**config.mk**
```make
export PLATFORM = sky130hd
export DESIGN_NAME = biu_master
export DESIGN_NICKNAME = d
export VERILOG_FILES = /design/src/common/biu_pkg.sv /design/src/verilog/biu_sync_tracker.sv /design/src/verilog/biu_write_buffer.sv /design/src/verilog/biu_master.sv
export VERILOG_INCLUDE_DIRS = /design/src /design/src/common
export SDC_FILE = /design/constraint.sdc
export NUM_CORES = 1
export LEC_CHECK = 0
export BUFFER_PORTS_ARGS = -buffer_cell sky130_fd_sc_hd__buf_2
export CORE_MARGIN = 2
export CORE_UTILIZATION = 60
export CTS_CLUSTER_DIAMETER = 100
export DETAILED_ROUTE_END_ITERATION = 8
export PLACE_DENSITY = 0.77
export SYNTH_ARGS = -nofsm -noshare
export SYNTH_HDL_FRONTEND = slang
export SYNTH_HIERARCHICAL = 1
export SYNTH_SLANG_ARGS = --single-unit
```
**constraint.sdc**
```tcl
create_clock -name sys_clk -period 16.3 [get_ports sys_clk]
set_input_delay 1.63 -clock sys_clk [delete_from_list [all_inputs] [get_ports sys_clk]]
set_output_delay 1.63 -clock sys_clk [all_outputs]
set_load 0.03 [all_outputs]
```
**src/common/biu_map.svh**
```systemverilog
/*
 * Constants for the bus interface unit: transfer codes, sizes, depths, vectors.
 * Assumes inclusion by bare name from the package and the design modules.
 */
`ifndef BIU_MAP_SVH
`define BIU_MAP_SVH
`define BIU_TRANS_IDLE 2'h0
`define BIU_TRANS_NONSEQ 2'h2
`define BIU_TRANS_SEQ 2'h3
`define BIU_BURST_SINGLE 3'h0
`define BIU_BURST_INCR 3'h1
`define BIU_SIZE_WORD 3'h2
`define BIU_WB_DEPTH 5
`define BIU_HIGH_VECTOR_BASE 32'hffff0000
`define BIU_LOW_VECTOR_BASE 32'h00000000
`define BIU_KB_BOUNDARY_BIT 10
`define BIU_WORD_STEP 32'h00000004
`define BIU_TCM_VECTOR_CYCLES 2'h3
`define BIU_PROT_OPCODE 4'h0
`define BIU_PROT_DATA 4'h1
`define BIU_PROT_BUFFERABLE 4'h5
`endif

```
**src/common/biu_pkg.sv**
```systemverilog
/*
 * Types shared by the bus interface unit and its helpers.
 * Assumes the constants header sits in the include path.
 */
`include "biu_map.svh"
package biu_pkg;
    // Kind of a core request
    typedef enum logic [1:0] {
        BIU_REQ_FETCH,
        BIU_REQ_LOAD,
        BIU_REQ_STORE
    } biu_req_kind_t;
    // Bus sequencer states
    typedef enum logic [2:0] {
        BIU_ST_IDLE,
        BIU_ST_ADDR,
        BIU_ST_DATA,
        BIU_ST_TAIL
    } biu_state_t;
endpackage : biu_pkg

```
**src/verilog/biu_sync_tracker.sv**
```systemverilog
/*
 * Tracks whether the sequencer is still locked to the bus edge pattern.
 * Assumes bus_edge_enable is already synchronous to sys_clk.
 */
`timescale 1ns/1ps
module biu_sync_tracker (
    input wire logic sys_clk,
    input wire logic rst_b,
    input wire logic bus_edge_enable,
    input wire logic bus_active,
    input wire logic core_internal,
    output logic in_sync
);
    import biu_pkg::*;
    logic in_sync_r;
    // Lock held while the bus stays busy; lost on an idle core cycle
    always_ff @(posedge sys_clk or negedge rst_b) begin
        if (!rst_b) begin
            in_sync_r <= 1'b0;
        end else if (core_internal) begin
            in_sync_r <= 1'b0;
        end else if (bus_edge_enable && bus_active) begin
            in_sync_r <= 1'b1;
        end else if (!bus_active) begin
            in_sync_r <= 1'b0;
        end
    end
    assign in_sync = in_sync_r;
endmodule : biu_sync_tracker

```
**src/verilog/biu_write_buffer.sv**
```systemverilog
/*
 * Write buffer: in-order store queue of flip-flops, valid and ready on both sides.
 * Assumes the drain side holds ready low until the bus takes the word.
 */
`timescale 1ns/1ps
`include "biu_map.svh"
module biu_write_buffer #(
    parameter int DEPTH = `BIU_WB_DEPTH,
    parameter int WIDTH = 64
) (
    input wire logic sys_clk,
    input wire logic rst_b,
    input wire logic in_valid,
    output logic in_ready,
    input wire logic [WIDTH-1:0] in_data,
    output logic out_valid,
    input wire logic out_ready,
    output logic [WIDTH-1:0] out_data,
    output logic empty
);
    import biu_pkg::*;
    localparam int AW = $clog2(DEPTH + 1);
    logic [WIDTH-1:0] mem_r [DEPTH];
    logic [AW-1:0] rd_r;
    logic [AW-1:0] wr_r;
    logic [AW-1:0] count_r;
    logic push;
    logic pop;
    function automatic logic [AW-1:0] wrap_inc(input logic [AW-1:0] p);
        wrap_inc = (p == AW'(DEPTH - 1)) ? '0 : p + AW'(1);
    endfunction : wrap_inc
    assign in_ready = (count_r != AW'(DEPTH));
    assign out_valid = (count_r != '0);
    assign empty = (count_r == '0);
    assign push = in_valid && in_ready;
    assign pop = out_valid && out_ready;
    assign out_data = mem_r[rd_r];
    // Storage written only at the tail, so order of acceptance is kept
    always_ff @(posedge sys_clk) begin
        if (push) begin
            mem_r[wr_r] <= in_data;
        end
    end
    // Pointers and fill level
    always_ff @(posedge sys_clk or negedge rst_b) begin
        if (!rst_b) begin
            rd_r <= '0;
            wr_r <= '0;
            count_r <= '0;
        end else begin
            if (push) begin
                wr_r <= wrap_inc(wr_r);
            end
            if (pop) begin
                rd_r <= wrap_inc(rd_r);
            end
            if (push && !pop) begin
                count_r <= count_r + AW'(1);
            end else if (pop && !push) begin
                count_r <= count_r - AW'(1);
            end
        end
    end
endmodule : biu_write_buffer

```
**src/verilog/biu_master.sv**
```systemverilog
/*
 * Bus interface unit: turns core fetches, loads and stores into bus master
 * transfers, buffering stores and stalling the core while it waits.
 * Assumes every input is synchronous to sys_clk and the unit is default master.
 */

// What this block does
// Buffered stores cost sync, NONSEQ, SEQs and one IDLE, core runs on.
// Unbuffered access after drain stalls core until buffer empty and access done.
// Fetch after last drained store replaces the IDLE with NONSEQ.
// Buffer holds up to five words; fast interrupt stalls while they drain.
// Load multiple breaks burst at 1KB; no fetch merged at its end.
// Fetch after core internal cycle pays sync; next sequential fetch does not.
// Outstanding load multiple finishes before vector fetch begins.
// Vectors in local RAM are served locally, execute three cycles later.
// High vector base at 0xffff0000 fetched over the system bus.
// Each IDLE slot lasts one bus cycle, R core cycles.
// All activity on rising sys_clk; outputs change only after an edge.
// Every port is input or output; nothing bidirectional.
// Surroundings present all inputs synchronous, interrupts included.
// Transfer type IDLE 00, NONSEQ 10, SEQ 11; BUSY never issued.
// Surroundings raise bus edge enable before a shared edge, tie high at 1:1.
// New access waits for next bus edge enable, 0 to R-1 cycles.
// Bursts, sequential fetches and paired requests pay sync once.
// Stores drain in order; loads and fetches wait for empty buffer.
// Core enable low while a read or unbuffered write waits; released at done.

`timescale 1ns/1ps
`include "biu_map.svh"

module biu_master #(
    parameter int DEPTH = `BIU_WB_DEPTH
) (
    input wire logic sys_clk,
    input wire logic rst_b,
    input wire logic bus_edge_enable,
    input wire logic req_valid,
    input wire biu_pkg::biu_req_kind_t req_kind,
    input wire logic [31:0] req_addr,
    input wire logic [31:0] req_wdata,
    input wire logic req_bufferable,
    input wire logic req_seq,
    input wire logic req_last,
    input wire logic core_internal,
    input wire logic fast_interrupt_request,
    input wire logic high_vector_select,
    input wire logic vector_fetch,
    output logic core_clock_enable,
    output logic [31:0] core_rdata,
    output logic rdata_valid,
    output logic vector_from_tcm,
    output logic [31:0] haddr,
    output logic [1:0] htrans,
    output logic hwrite,
    output logic [2:0] hsize,
    output logic [2:0] hburst,
    output logic [3:0] hprot,
    output logic [31:0] hwdata,
    output logic hbusreq,
    input wire logic [31:0] hrdata,
    input wire logic hready,
    input wire logic [1:0] hresp
);
    import biu_pkg::*;

    // Sequencer state and bus-side registers, one per output except the constant hsize
    biu_state_t state_r;
    logic [31:0] haddr_r;
    logic [1:0] htrans_r;
    logic hwrite_r;
    logic [2:0] hburst_r;
    logic [3:0] hprot_r;
    logic [31:0] hwdata_r;
    logic [31:0] pend_wdata_r;
    logic hbusreq_r;
    logic cce_r;
    logic [31:0] rdata_r;
    logic rvalid_r;
    logic vtcm_r;

    // Context of the transfer under way
    logic [31:0] last_addr_r;
    logic cur_write_r;
    logic cur_buffered_r;

    // Queue, lock and request decode
    logic wb_in_ready;
    logic wb_out_valid;
    logic wb_pop;
    logic [63:0] wb_out_data;
    logic wb_empty;
    logic in_sync;
    logic bus_active;
    logic store_push;
    logic direct_req;
    logic stall_req;
    logic bus_step;

    // True when two addresses lie in different 1KB regions
    function automatic logic crosses_kb(input logic [31:0] prev, input logic [31:0] nxt);
        crosses_kb = (prev[31:`BIU_KB_BOUNDARY_BIT] != nxt[31:`BIU_KB_BOUNDARY_BIT]);
    endfunction : crosses_kb

    // Buffered stores enter the queue; unbuffered accesses go straight to the bus
    assign store_push = req_valid && (req_kind == BIU_REQ_STORE) && req_bufferable;
    assign direct_req = req_valid && !store_push && !vector_local();
    assign bus_step = bus_edge_enable && hready;
    assign bus_active = (state_r != BIU_ST_IDLE) || wb_out_valid;

    // A direct request stalls the core; it also waits behind buffered words
    assign stall_req = direct_req || (store_push && !wb_in_ready)
        || (fast_interrupt_request && !wb_empty);

    // Vector fetches stay local unless the high base is chosen;
    // the high base lies outside local RAM, so it goes over the bus
    function automatic logic vector_local();
        vector_local = vector_fetch && !high_vector_select;
    endfunction : vector_local

    // Store queue; a full queue holds the core, and its depth
    // bounds the drain ahead of a fast interrupt
    biu_write_buffer #(
        .DEPTH(DEPTH),
        .WIDTH(64)
    ) u_wb (
        .sys_clk(sys_clk),
        .rst_b(rst_b),
        .in_valid(store_push),
        .in_ready(wb_in_ready),
        .in_data({req_addr, req_wdata}),
        .out_valid(wb_out_valid),
        .out_ready(wb_pop),
        .out_data(wb_out_data),
        .empty(wb_empty)
    );

    // Lock to the bus edge pattern, dropped by a core internal cycle
    biu_sync_tracker u_sync (
        .sys_clk(sys_clk),
        .rst_b(rst_b),
        .bus_edge_enable(bus_edge_enable),
        .bus_active(bus_active || direct_req),
        .core_internal(core_internal),
        .in_sync(in_sync)
    );

    // The queue head leaves only when its address phase is taken on a bus edge
    assign wb_pop = bus_step && wb_out_valid && (state_r == BIU_ST_IDLE || state_r == BIU_ST_DATA)
        && !(state_r == BIU_ST_DATA && !cur_write_r);

    // Bus sequencer: address phase, data phase, trailing IDLE slot
    always_ff @(posedge sys_clk or negedge rst_b) begin
        if (!rst_b) begin
            state_r <= BIU_ST_IDLE;
            haddr_r <= '0;
            htrans_r <= `BIU_TRANS_IDLE;
            hwrite_r <= 1'b0;
            hburst_r <= `BIU_BURST_SINGLE;
            hprot_r <= `BIU_PROT_OPCODE;
            hwdata_r <= '0;
            pend_wdata_r <= '0;
            last_addr_r <= '0;
            cur_write_r <= 1'b0;
            cur_buffered_r <= 1'b0;
        end else if (bus_step) begin
            if (wb_pop) begin
                // Drain head of buffer first; SEQ if it continues a store burst
                haddr_r <= wb_out_data[63:32];
                htrans_r <= (state_r == BIU_ST_DATA && cur_buffered_r && in_sync
                    && wb_out_data[63:32] == last_addr_r + `BIU_WORD_STEP
                    && !crosses_kb(last_addr_r, wb_out_data[63:32]))
                    ? `BIU_TRANS_SEQ : `BIU_TRANS_NONSEQ;
                hburst_r <= `BIU_BURST_INCR;
                hwrite_r <= 1'b1;
                hprot_r <= `BIU_PROT_BUFFERABLE;
                pend_wdata_r <= wb_out_data[31:0];
                last_addr_r <= wb_out_data[63:32];
                cur_write_r <= 1'b1;
                cur_buffered_r <= 1'b1;
                if (state_r == BIU_ST_DATA) begin
                    hwdata_r <= pend_wdata_r;
                end
                state_r <= BIU_ST_DATA;
            end else if (direct_req && wb_empty && state_r != BIU_ST_ADDR
                && !(state_r == BIU_ST_TAIL && !cur_buffered_r)
                && (state_r != BIU_ST_DATA || req_kind == BIU_REQ_FETCH)) begin
                // Only a fetch takes the IDLE slot after the last store; a finished
                // direct request still stands in its tail cycle and is not taken twice
                haddr_r <= req_addr;
                // One direct transfer per stall, so each one opens with NONSEQ
                htrans_r <= `BIU_TRANS_NONSEQ;
                hburst_r <= req_seq ? `BIU_BURST_INCR : `BIU_BURST_SINGLE;
                hwrite_r <= (req_kind == BIU_REQ_STORE);
                hprot_r <= (req_kind == BIU_REQ_FETCH) ? `BIU_PROT_OPCODE : `BIU_PROT_DATA;
                pend_wdata_r <= req_wdata;
                last_addr_r <= req_addr;
                cur_write_r <= (req_kind == BIU_REQ_STORE);
                cur_buffered_r <= 1'b0;
                if (state_r == BIU_ST_DATA) begin
                    hwdata_r <= pend_wdata_r;
                end
                state_r <= BIU_ST_ADDR;
            end else begin
                unique case (state_r)
                    BIU_ST_IDLE: begin
                        htrans_r <= `BIU_TRANS_IDLE;
                    end
                    BIU_ST_ADDR: begin
                        // Direct access data phase; one request per stall
                        htrans_r <= `BIU_TRANS_IDLE;
                        hwdata_r <= pend_wdata_r;
                        state_r <= BIU_ST_TAIL;
                    end
                    BIU_ST_DATA: begin
                        // Last store data phase followed by a single IDLE slot
                        htrans_r <= `BIU_TRANS_IDLE;
                        hwdata_r <= pend_wdata_r;
                        state_r <= BIU_ST_TAIL;
                    end
                    BIU_ST_TAIL: begin
                        // Bus back at rest; a later access waits for its own bus edge
                        htrans_r <= `BIU_TRANS_IDLE;
                        cur_buffered_r <= 1'b0;
                        state_r <= BIU_ST_IDLE;
                    end
                    default: begin
                        state_r <= BIU_ST_IDLE;
                    end
                endcase
            end
        end
    end

    // Bus request held while anything is queued or under way
    always_ff @(posedge sys_clk or negedge rst_b) begin
        if (!rst_b) begin
            hbusreq_r <= 1'b0;
        end else begin
            hbusreq_r <= bus_active || direct_req;
        end
    end

    // Core stall: low while a read or unbuffered write waits on the bus
    always_ff @(posedge sys_clk or negedge rst_b) begin
        if (!rst_b) begin
            cce_r <= 1'b1;
        end else if (state_r == BIU_ST_TAIL && !cur_buffered_r && bus_step) begin
            cce_r <= 1'b1;
        end else if (stall_req) begin
            cce_r <= 1'b0;
        end else if (state_r == BIU_ST_IDLE) begin
            cce_r <= 1'b1;
        end
    end

    // Read data captured on completion of the data phase
    always_ff @(posedge sys_clk or negedge rst_b) begin
        if (!rst_b) begin
            rdata_r <= '0;
            rvalid_r <= 1'b0;
        end else begin
            rvalid_r <= 1'b0;
            if (state_r == BIU_ST_TAIL && !cur_write_r && !cur_buffered_r && bus_step) begin
                rdata_r <= hrdata;
                rvalid_r <= 1'b1;
            end
        end
    end

    // Local vector fetch: answer marked after the fixed local latency
    logic [1:0] vcnt_r;
    always_ff @(posedge sys_clk or negedge rst_b) begin
        if (!rst_b) begin
            vcnt_r <= '0;
            vtcm_r <= 1'b0;
        end else begin
            vtcm_r <= 1'b0;
            if (req_valid && vector_local() && vcnt_r == '0) begin
                vcnt_r <= `BIU_TCM_VECTOR_CYCLES - 2'h1;
            end else if (vcnt_r != '0) begin
                vcnt_r <= vcnt_r - 2'h1;
                vtcm_r <= (vcnt_r == 2'h1);
            end
        end
    end

    // Ports driven straight from flip-flops, hsize from a constant; no bidirectional pins
    assign haddr = haddr_r;
    assign htrans = htrans_r;
    assign hwrite = hwrite_r;
    // Transfers are always whole words
    assign hsize = `BIU_SIZE_WORD;
    assign hburst = hburst_r;
    assign hprot = hprot_r;
    assign hwdata = hwdata_r;
    assign hbusreq = hbusreq_r;
    assign core_clock_enable = cce_r;
    assign core_rdata = rdata_r;
    assign rdata_valid = rvalid_r;
    assign vector_from_tcm = vtcm_r;

endmodule : biu_master

```
==> flow_summary_export.csv, run 1 <==
group,metric,value,unit
run_status,status,"complete, no violations",
timing,worst_pin_slew,1090,ps
logic_synthesis,syn-instance-count,1323,
routing,wirelength,42100,um
clock_tree,cts_setup_buffers,0,
timing,whs,470,ps
timing,timing.fmax,0.234,GHz
final_layout,syn_to_final_growth,13.9,%
flow_run,max-cap-violations,0,
power_and_ir_drop,p_per_area,176,mW/mm^2
place,gp_congestion,0.764,
logic_synthesis,synth_top_area_share,47.1,%
global_routing,first_global_vias,11538,
critical_path,path_cells,"nand2b_4 -> buf_4 -> a211oi_1 -> a221oi_2 -> xnor2_1 -> nand4_1 -> nor4_1 -> o311a_1 -> nand4_1 -> o21ai_0",
global_routing,grt_max_degree,129,
global_routing,grt-ovfl-total,0,
final_layout,multiInputGateArea,0.00607,sq mm
floorplan,dieHeight,188,um
clock_tree,clkLatencyLatePin,550,ps
logic_synthesis,synthDistinctLibCells,59,
logic_synthesis,ys_seq_elements,473,
logic_synthesis,synthTopCellsByCount,"edfxtp_1, dfrtp_1, mux2i_1, nand2_1, inv_1",
global_routing,track_usage,23.8,%
clock_tree,clock_sinks,473,
routing,viasPerCell,5.71,
critical_path,cp.required,16760,ps
logic_synthesis,synth-xor-area-share,1.50,%
place,hpwl,24300,um
critical_path,crit_buf_inv,1,
floorplan,row_count,67,
critical_path,arrival,4730,ps
routing,vias,11562,
logic_synthesis,synthMuxAreaShare,10.0,%
timing,timing.final.ws_setup,12030,ps
logic_synthesis,synth_top_family_by_area,"compound AO/OA/AOI/OAI gates",
clock_tree,root_buffer,"clkbuf_16",
critical_path,path_delay_family,"simple AND/OR/NAND/NOR gates",
place,io_buffers,214,
clock_tree,numCtsBuffers,48,
critical_path,cp_slowest_cell,"dfrtp_4",
logic_synthesis,syn_avg_cell_area,15.4,sq um
floorplan,initial_core_util,60.8,%
logic_synthesis,dominantRegCellSynth,"edfxtp_1",
final_layout,fin_nets,1658,
place,post-place-ws,11910,ps
timing,layout_min_cycle_time,4270,ps
routing,drc,0,
timing,tns,0,ps
logic_synthesis,synthArstFlopShare,32.3,%
global_routing,antenna_found_initial,9,
final_layout,fillCellCount,2282,
clock_tree,clkTransAtPathRegs,60,ps
timing,hold_violations,0,
timing,min_period_over_period,26.2,%
critical_path,critPathCaptureType,"flip-flop",
logic_synthesis,synth-compound-area-share,11.6,%
critical_path,slowest_delay,810,ps
clock_tree,cts-resized-gates,0,
timing,finalMaxSlewViolations,0,
logic_synthesis,synth.area.top_cells,"edfxtp_1, dfrtp_1, mux2i_1, a221oi_2, a211oi_2",
critical_path,cpMostUsedCell,"nand4_1",
floorplan,fp.dieW,188,um
final_layout,regArea,0.0134,sq mm
floorplan,core,0.0335,sq mm
routing,antenna_left,0,
hold_path,hold_class,"reg -> reg",
routing,drtIter0Drc,707,
logic_synthesis,yosysMostFrequentCell,"edfxtp_1",
power_and_ir_drop,p_leak,8.95,nW
routing,drt_pre_antenna_iters,5,
floorplan,dieArea,0.0355,sq mm
routing,routedWlPerCell,20.8,um
critical_path,critPathKind,"reg -> reg",
logic_synthesis,yosysTopAreaCell,"edfxtp_1",
clock_tree,cts_max_path_buffers,3,
clock_tree,cts_tree,"yes",
logic_synthesis,synth-simple-area-share,5.43,%
power_and_ir_drop,vdd_ir_drop_max,0.000109,V
logic_synthesis,yosys.area_share.adder,0.834,%
global_routing,grt_pass1_wl,65300,um
timing,relSlewSlack,27.0,%
timing,rsz0062_at_grt,"no",
logic_synthesis,syn_area,0.0204,sq mm
timing,clock_skew,7.68,ps
clock_tree,ctsHoldBuffers,0,
critical_path,start_kind,"flip-flop",
logic_synthesis,synth_warnings,6,
timing,finalSetupViolations,0,
critical_path,path_max_fanout,35,
logic_synthesis,synth.yosys.seq_area_share,65.9,%
final_layout,drive_gt1_share,32.5,%
clock_tree,h-tree-depth,2,
floorplan,io_pins,225,
logic_synthesis,synth_edf_count,320,
## per-layer routing
layer | GRT usage [%] | vias up | part of all wire [%]
li1 | - | 5364 | -
met1 | 32.3 | 5792 | 43
met2 | 39.7 | 340 | 48
met3 | 4.77 | 62 | 6.7
met4 | 6.52 | 4 | 1.9
met5 | 0 | - | 0.071
## power breakdown
part	internal [mW]	total (mW)	switching, mW
sequential	1.46	1.64	0.182
combinational	0.507	1.34	0.834
clock	0.661	1.10	0.437
## worst register-to-register path, stage by stage, from the launching register on
cell and delay (ps):
dfrtp_4 810, nand2b_4 650, buf_4 690, a211oi_1 170, a221oi_2 310, xnor2_1 350
nand4_1 200, nor4_1 480, o311a_1 260, nand4_1 100, o21ai_0 180
## cells by family after synthesis
kind of cell,count (synthesis)
xor gates and xnor gates,35
AOI/OAI and AO/OA,235
other,2
muxes,196
buffers and inverters,159
DFF,473
and+or+nand+nor,210
adders and majority gates,13
## layout by cell type (no fill, tap or decap), types with 3 or more instances in the layout
master	instances
nand4_1	12
buf_2	213
nand2_1	81
clkbuf_1	9
nand3_1	6
ha_1	12
o21ai_1	4
mux2_1	12
a211oi_2	60
a221oi_2	64
nor2_1	10
clkinv_2	12
a21oi_1	8
nor2b_1	66
o21ai_0	73
mux2i_1	128
edfxtp_1	320
xnor2_1	19
buf_4	19
o211ai_1	3
clkinv_1	4
nor3_1	3
mux2_2	56
bufinv_16	5
clkbuf_16	49
dfrtp_1	150
inv_1	78
conb_1	7
diode_2	6
clkbuf_8	7
and3_1	3
a211oi_1	6
xor2_1	16
nor4_1	6
nor4_2	4
## registers in the layout (all words and copies together) (netlist names)
name and cells:
core_clock_enable 1, core_rdata 32, cur_buffered_r 1, cur_write_r 1, hburst 1, hbusreq 1, hprot 2, htrans 2
hwdata 32, last_addr_r 32, pend_wdata_r 32, rdata_valid 1, state_r 2, u_sync/in_sync 1, u_wb/count_r 3, u_wb/mem_r 320
u_wb/rd_r 3, u_wb/wr_r 3, vcnt_r 2, vector_from_tcm 1
## worst paths after layout
kind                                     end    startpoint  cells after the start  slack (ps)
worst min register to register      hprot[2]      hprot[2]                      2         470
max in group asynchronous       u_wb/rd_r[2]         rst_b                      2       13520
worst min-delay path                hprot[2]      hprot[2]                      2         470
worst max register to register     htrans[0]  u_wb/rd_r[2]                     10       12030
worst max-delay path               htrans[0]  u_wb/rd_r[2]                     10       12030
min in group asynchronous         hwdata[24]         rst_b                      1        1120
## metrics by stage
| stage | util, % | instance area [sq um] | total power [mW] | instances |
|---|---|---|---|---|
| finish | 69.3 | 23200 | 4.08 | 2025 |
| global route | 69.3 | 23200 | 4.28 | 2022 |
| CTS | 69.2 | 23200 | 4.11 | 2019 |
| detailed placement | 64.5 | 21600 | 3.01 | 1931 |
| global placement | 64.5 | 21600 | 2.97 | 1931 |
| floorplan | - | 20400 | 2.70 | 1328 |
## final cells by class
| type | instances | area share, % |
|---|---|---|
| diodes | 6 | 0.0646 |
| inverters | 80 | 1.30 |
| clock inverters | 23 | 1.03 |
| well taps | 448 | 2.41 |
| multi-input cells | 696 | 26.1 |
| repair buffers | 234 | 5.34 |
| flip-flops and latches | 473 | 57.9 |
| clock buffers | 65 | 5.84 |
No activity file was read; power rests on OpenSTA's default activity.
==> inputs of run 2 (changes only) <==
Settings changed: CORE_UTILIZATION 60 to 53, PLACE_DENSITY 0.77 to 0.72.
Clock period 16.3 ns to 3.86 ns, I/O delays scaled along.
==> run 2 against run 1 <==
Critical path type unchanged. Die area grew 13%. Largest cell class unchanged. Flip-flop and latch count unchanged. Fmax is 39% higher. Clock power rose to 4.2 times the previous value. Non-clock buffer count up 18. Via count decreased by 0.69%.
==> flow_summary_export.csv, run 2 (synthesis gave the netlist of run 1 again) <==
group,metric,value,unit
clock_tree,numCtsBuffers,48,
clock_tree,clkLatencyLatePin,570,ps
power_and_ir_drop,p_per_area,739,mW/mm^2
final_layout,syn_to_final_growth,15.6,%
final_layout,drive_gt1_share,32.9,%
routing,routedWlPerCell,20.1,um
global_routing,first_global_vias,11674,
timing,hold_violations,0,
clock_tree,root_buffer,"clkbuf_16",
final_layout,multiInputGateArea,0.00612,sq mm
critical_path,critPathCaptureType,"flip-flop",
final_layout,regArea,0.0134,sq mm
power_and_ir_drop,p_leak,9.06,nW
place,placed_area,0.0219,sq mm
timing,layout_min_cycle_time,3070,ps
clock_tree,clkTransAtPathRegs,60,ps
critical_path,critPathKind,"reg -> reg",
critical_path,start_kind,"flip-flop",
critical_path,crit_buf_inv,1,
timing,whs,45.4,ps
place,hpwl,25900,um
run_status,status,"complete, no violations",
global_routing,grt_max_degree,99,
power_and_ir_drop,clockPowerShare,26.8,%
floorplan,initial_core_util,54.0,%
timing,finalMaxSlewViolations,0,
power_and_ir_drop,vdd_ir_drop_max,0.000478,V
power_and_ir_drop,intPower,11.2,mW
place,gp_congestion,0.805,
timing,worst_pin_slew,925,ps
global_routing,grtUsageMet2,35.4,%
floorplan,fp.dieW,200,um
final_layout,largest_register_ffs,320,
global_routing,antenna_found_initial,6,
critical_path,path_delay_family,"flip-flops",
power_and_ir_drop,p_sw_share,35.5,%
routing,drt_pre_antenna_iters,5,
flow_run,max-cap-violations,0,
clock_tree,cts-resized-gates,0,
clock_tree,clock_sinks,473,
power_and_ir_drop,seqPwrFrac,39.5,%
timing,finalSetupViolations,0,
global_routing,track_usage,21.5,%
clock_tree,cts_max_path_buffers,3,
final_layout,final_common_cell,"edfxtp_1",
power_and_ir_drop,p_total,17.4,mW
critical_path,cpMostUsedCell,"nand4_1",
floorplan,core,0.0378,sq mm
global_routing,use_met3,3.73,%
floorplan,dieHeight,200,um
routing,vias,11482,
critical_path,path_cells,"buf_4 -> mux2i_1 -> a221oi_2 -> xnor2_1 -> nand4_1 -> nor4_1 -> o311a_1 -> nand4_1 -> o21ai_0",
place,io_buffers,214,
global_routing,grt_pass1_wl,67200,um
timing,timing.fmax,0.326,GHz
final_layout,final_cell_mix,"edfxtp_1, buf_2, dfrtp_1, mux2i_1, nand2_1",
global_routing,grt-ovfl-total,0,
power_and_ir_drop,switching_power,6.18,mW
timing,rsz0062_at_grt,"no",
global_routing,met1_usage,29.7,%
routing,wirelength,42400,um
hold_path,hold_class,"in -> reg",
routing,antenna_left,0,
timing,clock_skew,11.7,ps
clock_tree,h-tree-depth,2,
critical_path,path_max_fanout,49,
routing,drtIter0Drc,577,
critical_path,cp_slowest_cell,"dfrtp_4",
final_layout,fillCellCount,2814,
floorplan,row_count,71,
routing,drc,0,
routing,viasPerCell,5.45,
clock_tree,cts_tree,"yes",
final_layout,regMostFlops,"u_wb/mem_r",
timing,min_period_over_period,79.5,%
timing,relSlewSlack,38.4,%
global_routing,top_usage_layer,"met2",
floorplan,dieArea,0.0401,sq mm
power_and_ir_drop,p_comb_share,33.7,%
critical_path,arrival,3560,ps
critical_path,cp.required,4350,ps
critical_path,slowest_delay,930,ps
floorplan,io_pins,225,
final_layout,fin_nets,1676,
final_layout,stdcell_area,0.0236,sq mm
## run 2: cell count changes in the layout (fill, tap and decap cells not counted), sizes merged
| cell | previous run | this run |
|---|---|---|
| buf | 234 | 250 |
| bufinv | 5 | 4 |
| clkbuf | 65 | 69 |
| clkinv | 17 | 16 |
| clkinvlp | 0 | 1 |
| diode | 6 | 4 |
| dlygate4sd3 | 0 | 2 |
| inv | 81 | 80 |
## run 2: layout make-up
type                    instances  share of cell area [%]
well taps                     511                    2.71
inverters                      80                    1.28
diodes                          4                  0.0425
flip-flops and latches        473                    57.0
multi-input cells             696                    26.0
clock inverters                21                   0.908
clock buffers                  69                    5.99
repair buffers                252                    6.07
## run 2: worst paths after layout
| kind | from | to | slack, ps | cells past startpoint |
|---|---|---|---|---|
| worst max-delay path | u_wb/rd_r[0] | htrans[0] | 790 | 9 |
| worst min-delay path | hrdata[17] | core_rdata[17] | 50 | 2 |
| worst max register to register | u_wb/rd_r[0] | htrans[0] | 790 | 9 |
| worst min register to register | pend_wdata_r[22] | pend_wdata_r[22] | 470 | 2 |
| max in group asynchronous | rst_b | pend_wdata_r[5] | 2450 | 3 |
| min in group asynchronous | rst_b | core_rdata[14] | 490 | 2 |
## run 2: metrics by stage
stage                     TNS, ps  setup slack, ps  utilization, %  cells
after floorplan           -389990            -1230               -   1328
after global placement          0              883            58.0   2010
after detailed placement        0              853            58.0   2010
after CTS                       0              799            62.4   2102
after global routing            0              656            62.4   2104
final                           0              792            62.4   2106
## run 2: power groups by stage
stage / clock, mW / sequential (mW) / combinational, mW
final: 4.67 / 6.88 / 5.86
after global routing: 4.98 / 6.99 / 6.34
after CTS: 4.78 / 6.89 / 5.93
after detailed placement: 0 / 6.98 / 5.90
after global placement: 0 / 6.94 / 5.79
after floorplan: 0 / 7.63 / 3.78
## run 2: per-layer routing
metal	vias to the layer above	part of all wire [%]	wire, um
li1	5400	-	-
met1	5712	45	19000
met2	303	48	20300
met3	63	5.4	2290
met4	4	2.0	832
met5	-	0.050	21
## run 2: worst register-to-register path: stages (launching register included)
cell and delay, ps:
dfrtp_4 930, buf_4 340, mux2i_1 260, a221oi_2 100, xnor2_1 260, nand4_1 130
nor4_1 450, o311a_1 250, nand4_1 100, o21ai_0 170
## run 2: repair_timing
item                                    in CTS  in global routing
hold endpoints to repair                    90                  0
buffers inserted                             0                  0
hold buffers                                 2                  0
endpoints found under the setup margin       0                  0
==> inputs of run 3 (changes only) <==
Clock period 3.86 ns to 2.5 ns, I/O delays scaled along.
==> run 3 against run 2 <==
The flow now finishes with violations (negative setup slack). Global-route usage is 1.2 points higher. Hold slack gained 22 ps. Setup slack lost 850 ps. Die area stayed put. Sequential power increased by 53%. Clock skew up 2.8 ps. Sequential share of layout area is 3.7 points lower. Total power rose by 60%. Combinational power is 76% higher. Critical path type unchanged. Largest cell class unchanged.
==> flow_summary_export.csv, run 3 (synthesis gave the netlist of run 1 again) <==
group,metric,value,unit
run_status,status,"finished with violations",
run_status,violations,"negative setup slack",
timing,whs,67.3,ps
final_layout,final_common_cell,"edfxtp_1",
floorplan,core,0.0378,sq mm
global_routing,first_global_vias,12503,
clock_tree,root_buffer,"clkbuf_16",
critical_path,critPathCaptureType,"flip-flop",
timing,layout_min_cycle_time,2560,ps
critical_path,arrival,3060,ps
clock_tree,cts_max_path_buffers,3,
floorplan,initial_core_util,54.0,%
floorplan,dieArea,0.0401,sq mm
routing,wirelength,45200,um
place,post-place-ws,-213,ps
timing,timing.final.ws_setup,-59.4,ps
clock_tree,numCtsBuffers,48,
global_routing,grt-ovfl-total,0,
place,hpwl,26800,um
routing,vias,12127,
hold_path,hold_class,"in -> reg",
timing,worst_pin_slew,972,ps
final_layout,utilization,66.8,%
power_and_ir_drop,p_comb_share,36.8,%
floorplan,fp.dieW,200,um
critical_path,cp.required,3000,ps
final_layout,fin_nets,1818,
timing,timing.fmax,0.391,GHz
power_and_ir_drop,intPower,17.9,mW
final_layout,final_cell_mix,"edfxtp_1, buf_2, dfrtp_1, mux2i_1, dlygate4sd3_1",
final_layout,syn_to_final_growth,23.6,%
clock_tree,h-tree-depth,2,
timing,finalSetupViolations,1,
final_layout,regMostFlops,"u_wb/mem_r",
power_and_ir_drop,p_total,27.8,mW
routing,drt_pre_antenna_iters,5,
timing,finalMaxSlewViolations,0,
power_and_ir_drop,vdd_ir_drop_max,0.000648,V
timing,min_period_over_period,102,%
timing,clock_skew,14.5,ps
clock_tree,clock_sinks,473,
final_layout,final_cells,2245,
power_and_ir_drop,switching_power,9.96,mW
power_and_ir_drop,clockPowerShare,25.4,%
floorplan,io_pins,225,
routing,antenna_left,0,
clock_tree,clkTransAtPathRegs,60,ps
hold_path,hold_start,"hready",
timing,relSlewSlack,35.2,%
place,dp.cells,2040,
final_layout,fillCellCount,2623,
critical_path,cp-startpoint,"u_wb/rd_r[0]",
place,gp_congestion,0.832,
routing,drc,0,
final_layout,largest_register_ffs,320,
critical_path,r2r-start,"u_wb/rd_r[0]",
power_and_ir_drop,seqPwrFrac,37.7,%
flow_run,max-cap-violations,0,
final_layout,drive_gt1_share,33.8,%
critical_path,start_kind,"flip-flop",
global_routing,grt_pass1_wl,71100,um
routing,viasPerCell,5.40,
clock_tree,clkLatencyLatePin,590,ps
floorplan,row_count,71,
global_routing,track_usage,22.7,%
power_and_ir_drop,p_per_area,1100,mW/mm^2
global_routing,grt_max_degree,84,
floorplan,dieHeight,200,um
place,io_buffers,214,
routing,drtIter0Drc,717,
critical_path,path_max_fanout,20,
timing,rsz0062_at_grt,"yes",
global_routing,antenna_found_initial,1,
power_and_ir_drop,p_leak,9.80,nW
power_and_ir_drop,p_sw_share,35.8,%
timing,hold_violations,0,
clock_tree,cts_tree,"yes",
routing,routedWlPerCell,20.1,um
critical_path,critPathKind,"reg -> reg",
-- run 3: cell types whose count changed in the layout (fill, tap and decap cells not counted), sizes merged --
cell	change
inv	+1
bufinv	-2
dlygate4sd3	+101
buf	+40
clkbuf	-1
diode	-3
clkinv	+3
-- run 3: path summary, 6_finish.rpt --
check                                          to  slack [ps]  cells past startpoint
worst max register to register          htrans[0]         -60                     10
worst min register to register           hprot[2]         470                      2
worst min-delay path                   state_r[1]          70                      3
max in group asynchronous       core_clock_enable        1420                      3
min in group asynchronous          core_rdata[14]         240                      2
worst max-delay path                    htrans[0]         -60                     10
-- run 3: cell type report --
| class | instances | area (sq um) | area share, % |
|---|---|---|---|
| diodes | 1 | 2.50 | 0.00992 |
| repair buffers | 394 | 3010 | 11.9 |
| clock inverters | 23 | 181 | 0.719 |
| inverters | 80 | 303 | 1.20 |
| flip-flops and latches | 473 | 13400 | 53.3 |
| multi-input cells | 696 | 6240 | 24.8 |
| clock buffers | 67 | 1400 | 5.54 |
| well taps | 511 | 639 | 2.54 |
-- run 3: power groups by stage --
stage          Combinational, mW  Clock (mW)  Sequential, mW
2_1_floorplan               5.86           0            11.8
3_3_place_gp                9.63           0            10.6
3_5_place_dp                9.79           0            10.6
4_1_cts                     10.2        7.22            10.5
5_1_grt                     11.0        7.54            10.7
6_report                    10.3        7.07            10.5
-- run 3: worst max-delay path: stages (launching register included) --
cell and delay (ps):
dfrtp_4 570, buf_12 190, mux2i_1 140, a221oi_2 350, xnor2_2 190, nand4_1 200, nor4_4 330, buf_4 150
o311a_1 140, nand4_1 80, o21ai_1 130
-- run 3: timing repair --
item	4_1_cts	5_1_grt
endpoints found under the hold margin	416	0
cloned	1	1
endpoints found under the setup margin	1	11
setup buffers	6	4
hold buffers	103	0
pin swaps	18	17
gates resized for setup	15	11
-- run 3: metrics by stage --
stage | setup TNS, ps | instance area (sq um)
2_1_floorplan | -264910 | 20500
3_3_place_gp | -257 | 22400
5_1_grt | -293 | 25200
6_report | -59.4 | 25200
4_1_cts | -27.6 | 25100
3_5_place_dp | -213 | 22400
-- run 3: metal layers --
metal	global-route usage (%)	vias up	routed length, um
met4	5.41	0	794
met2	38.3	349	22200
met5	0	-	0
met1	30.6	6026	19600
li1	-	5687	-
met3	4.34	65	2650
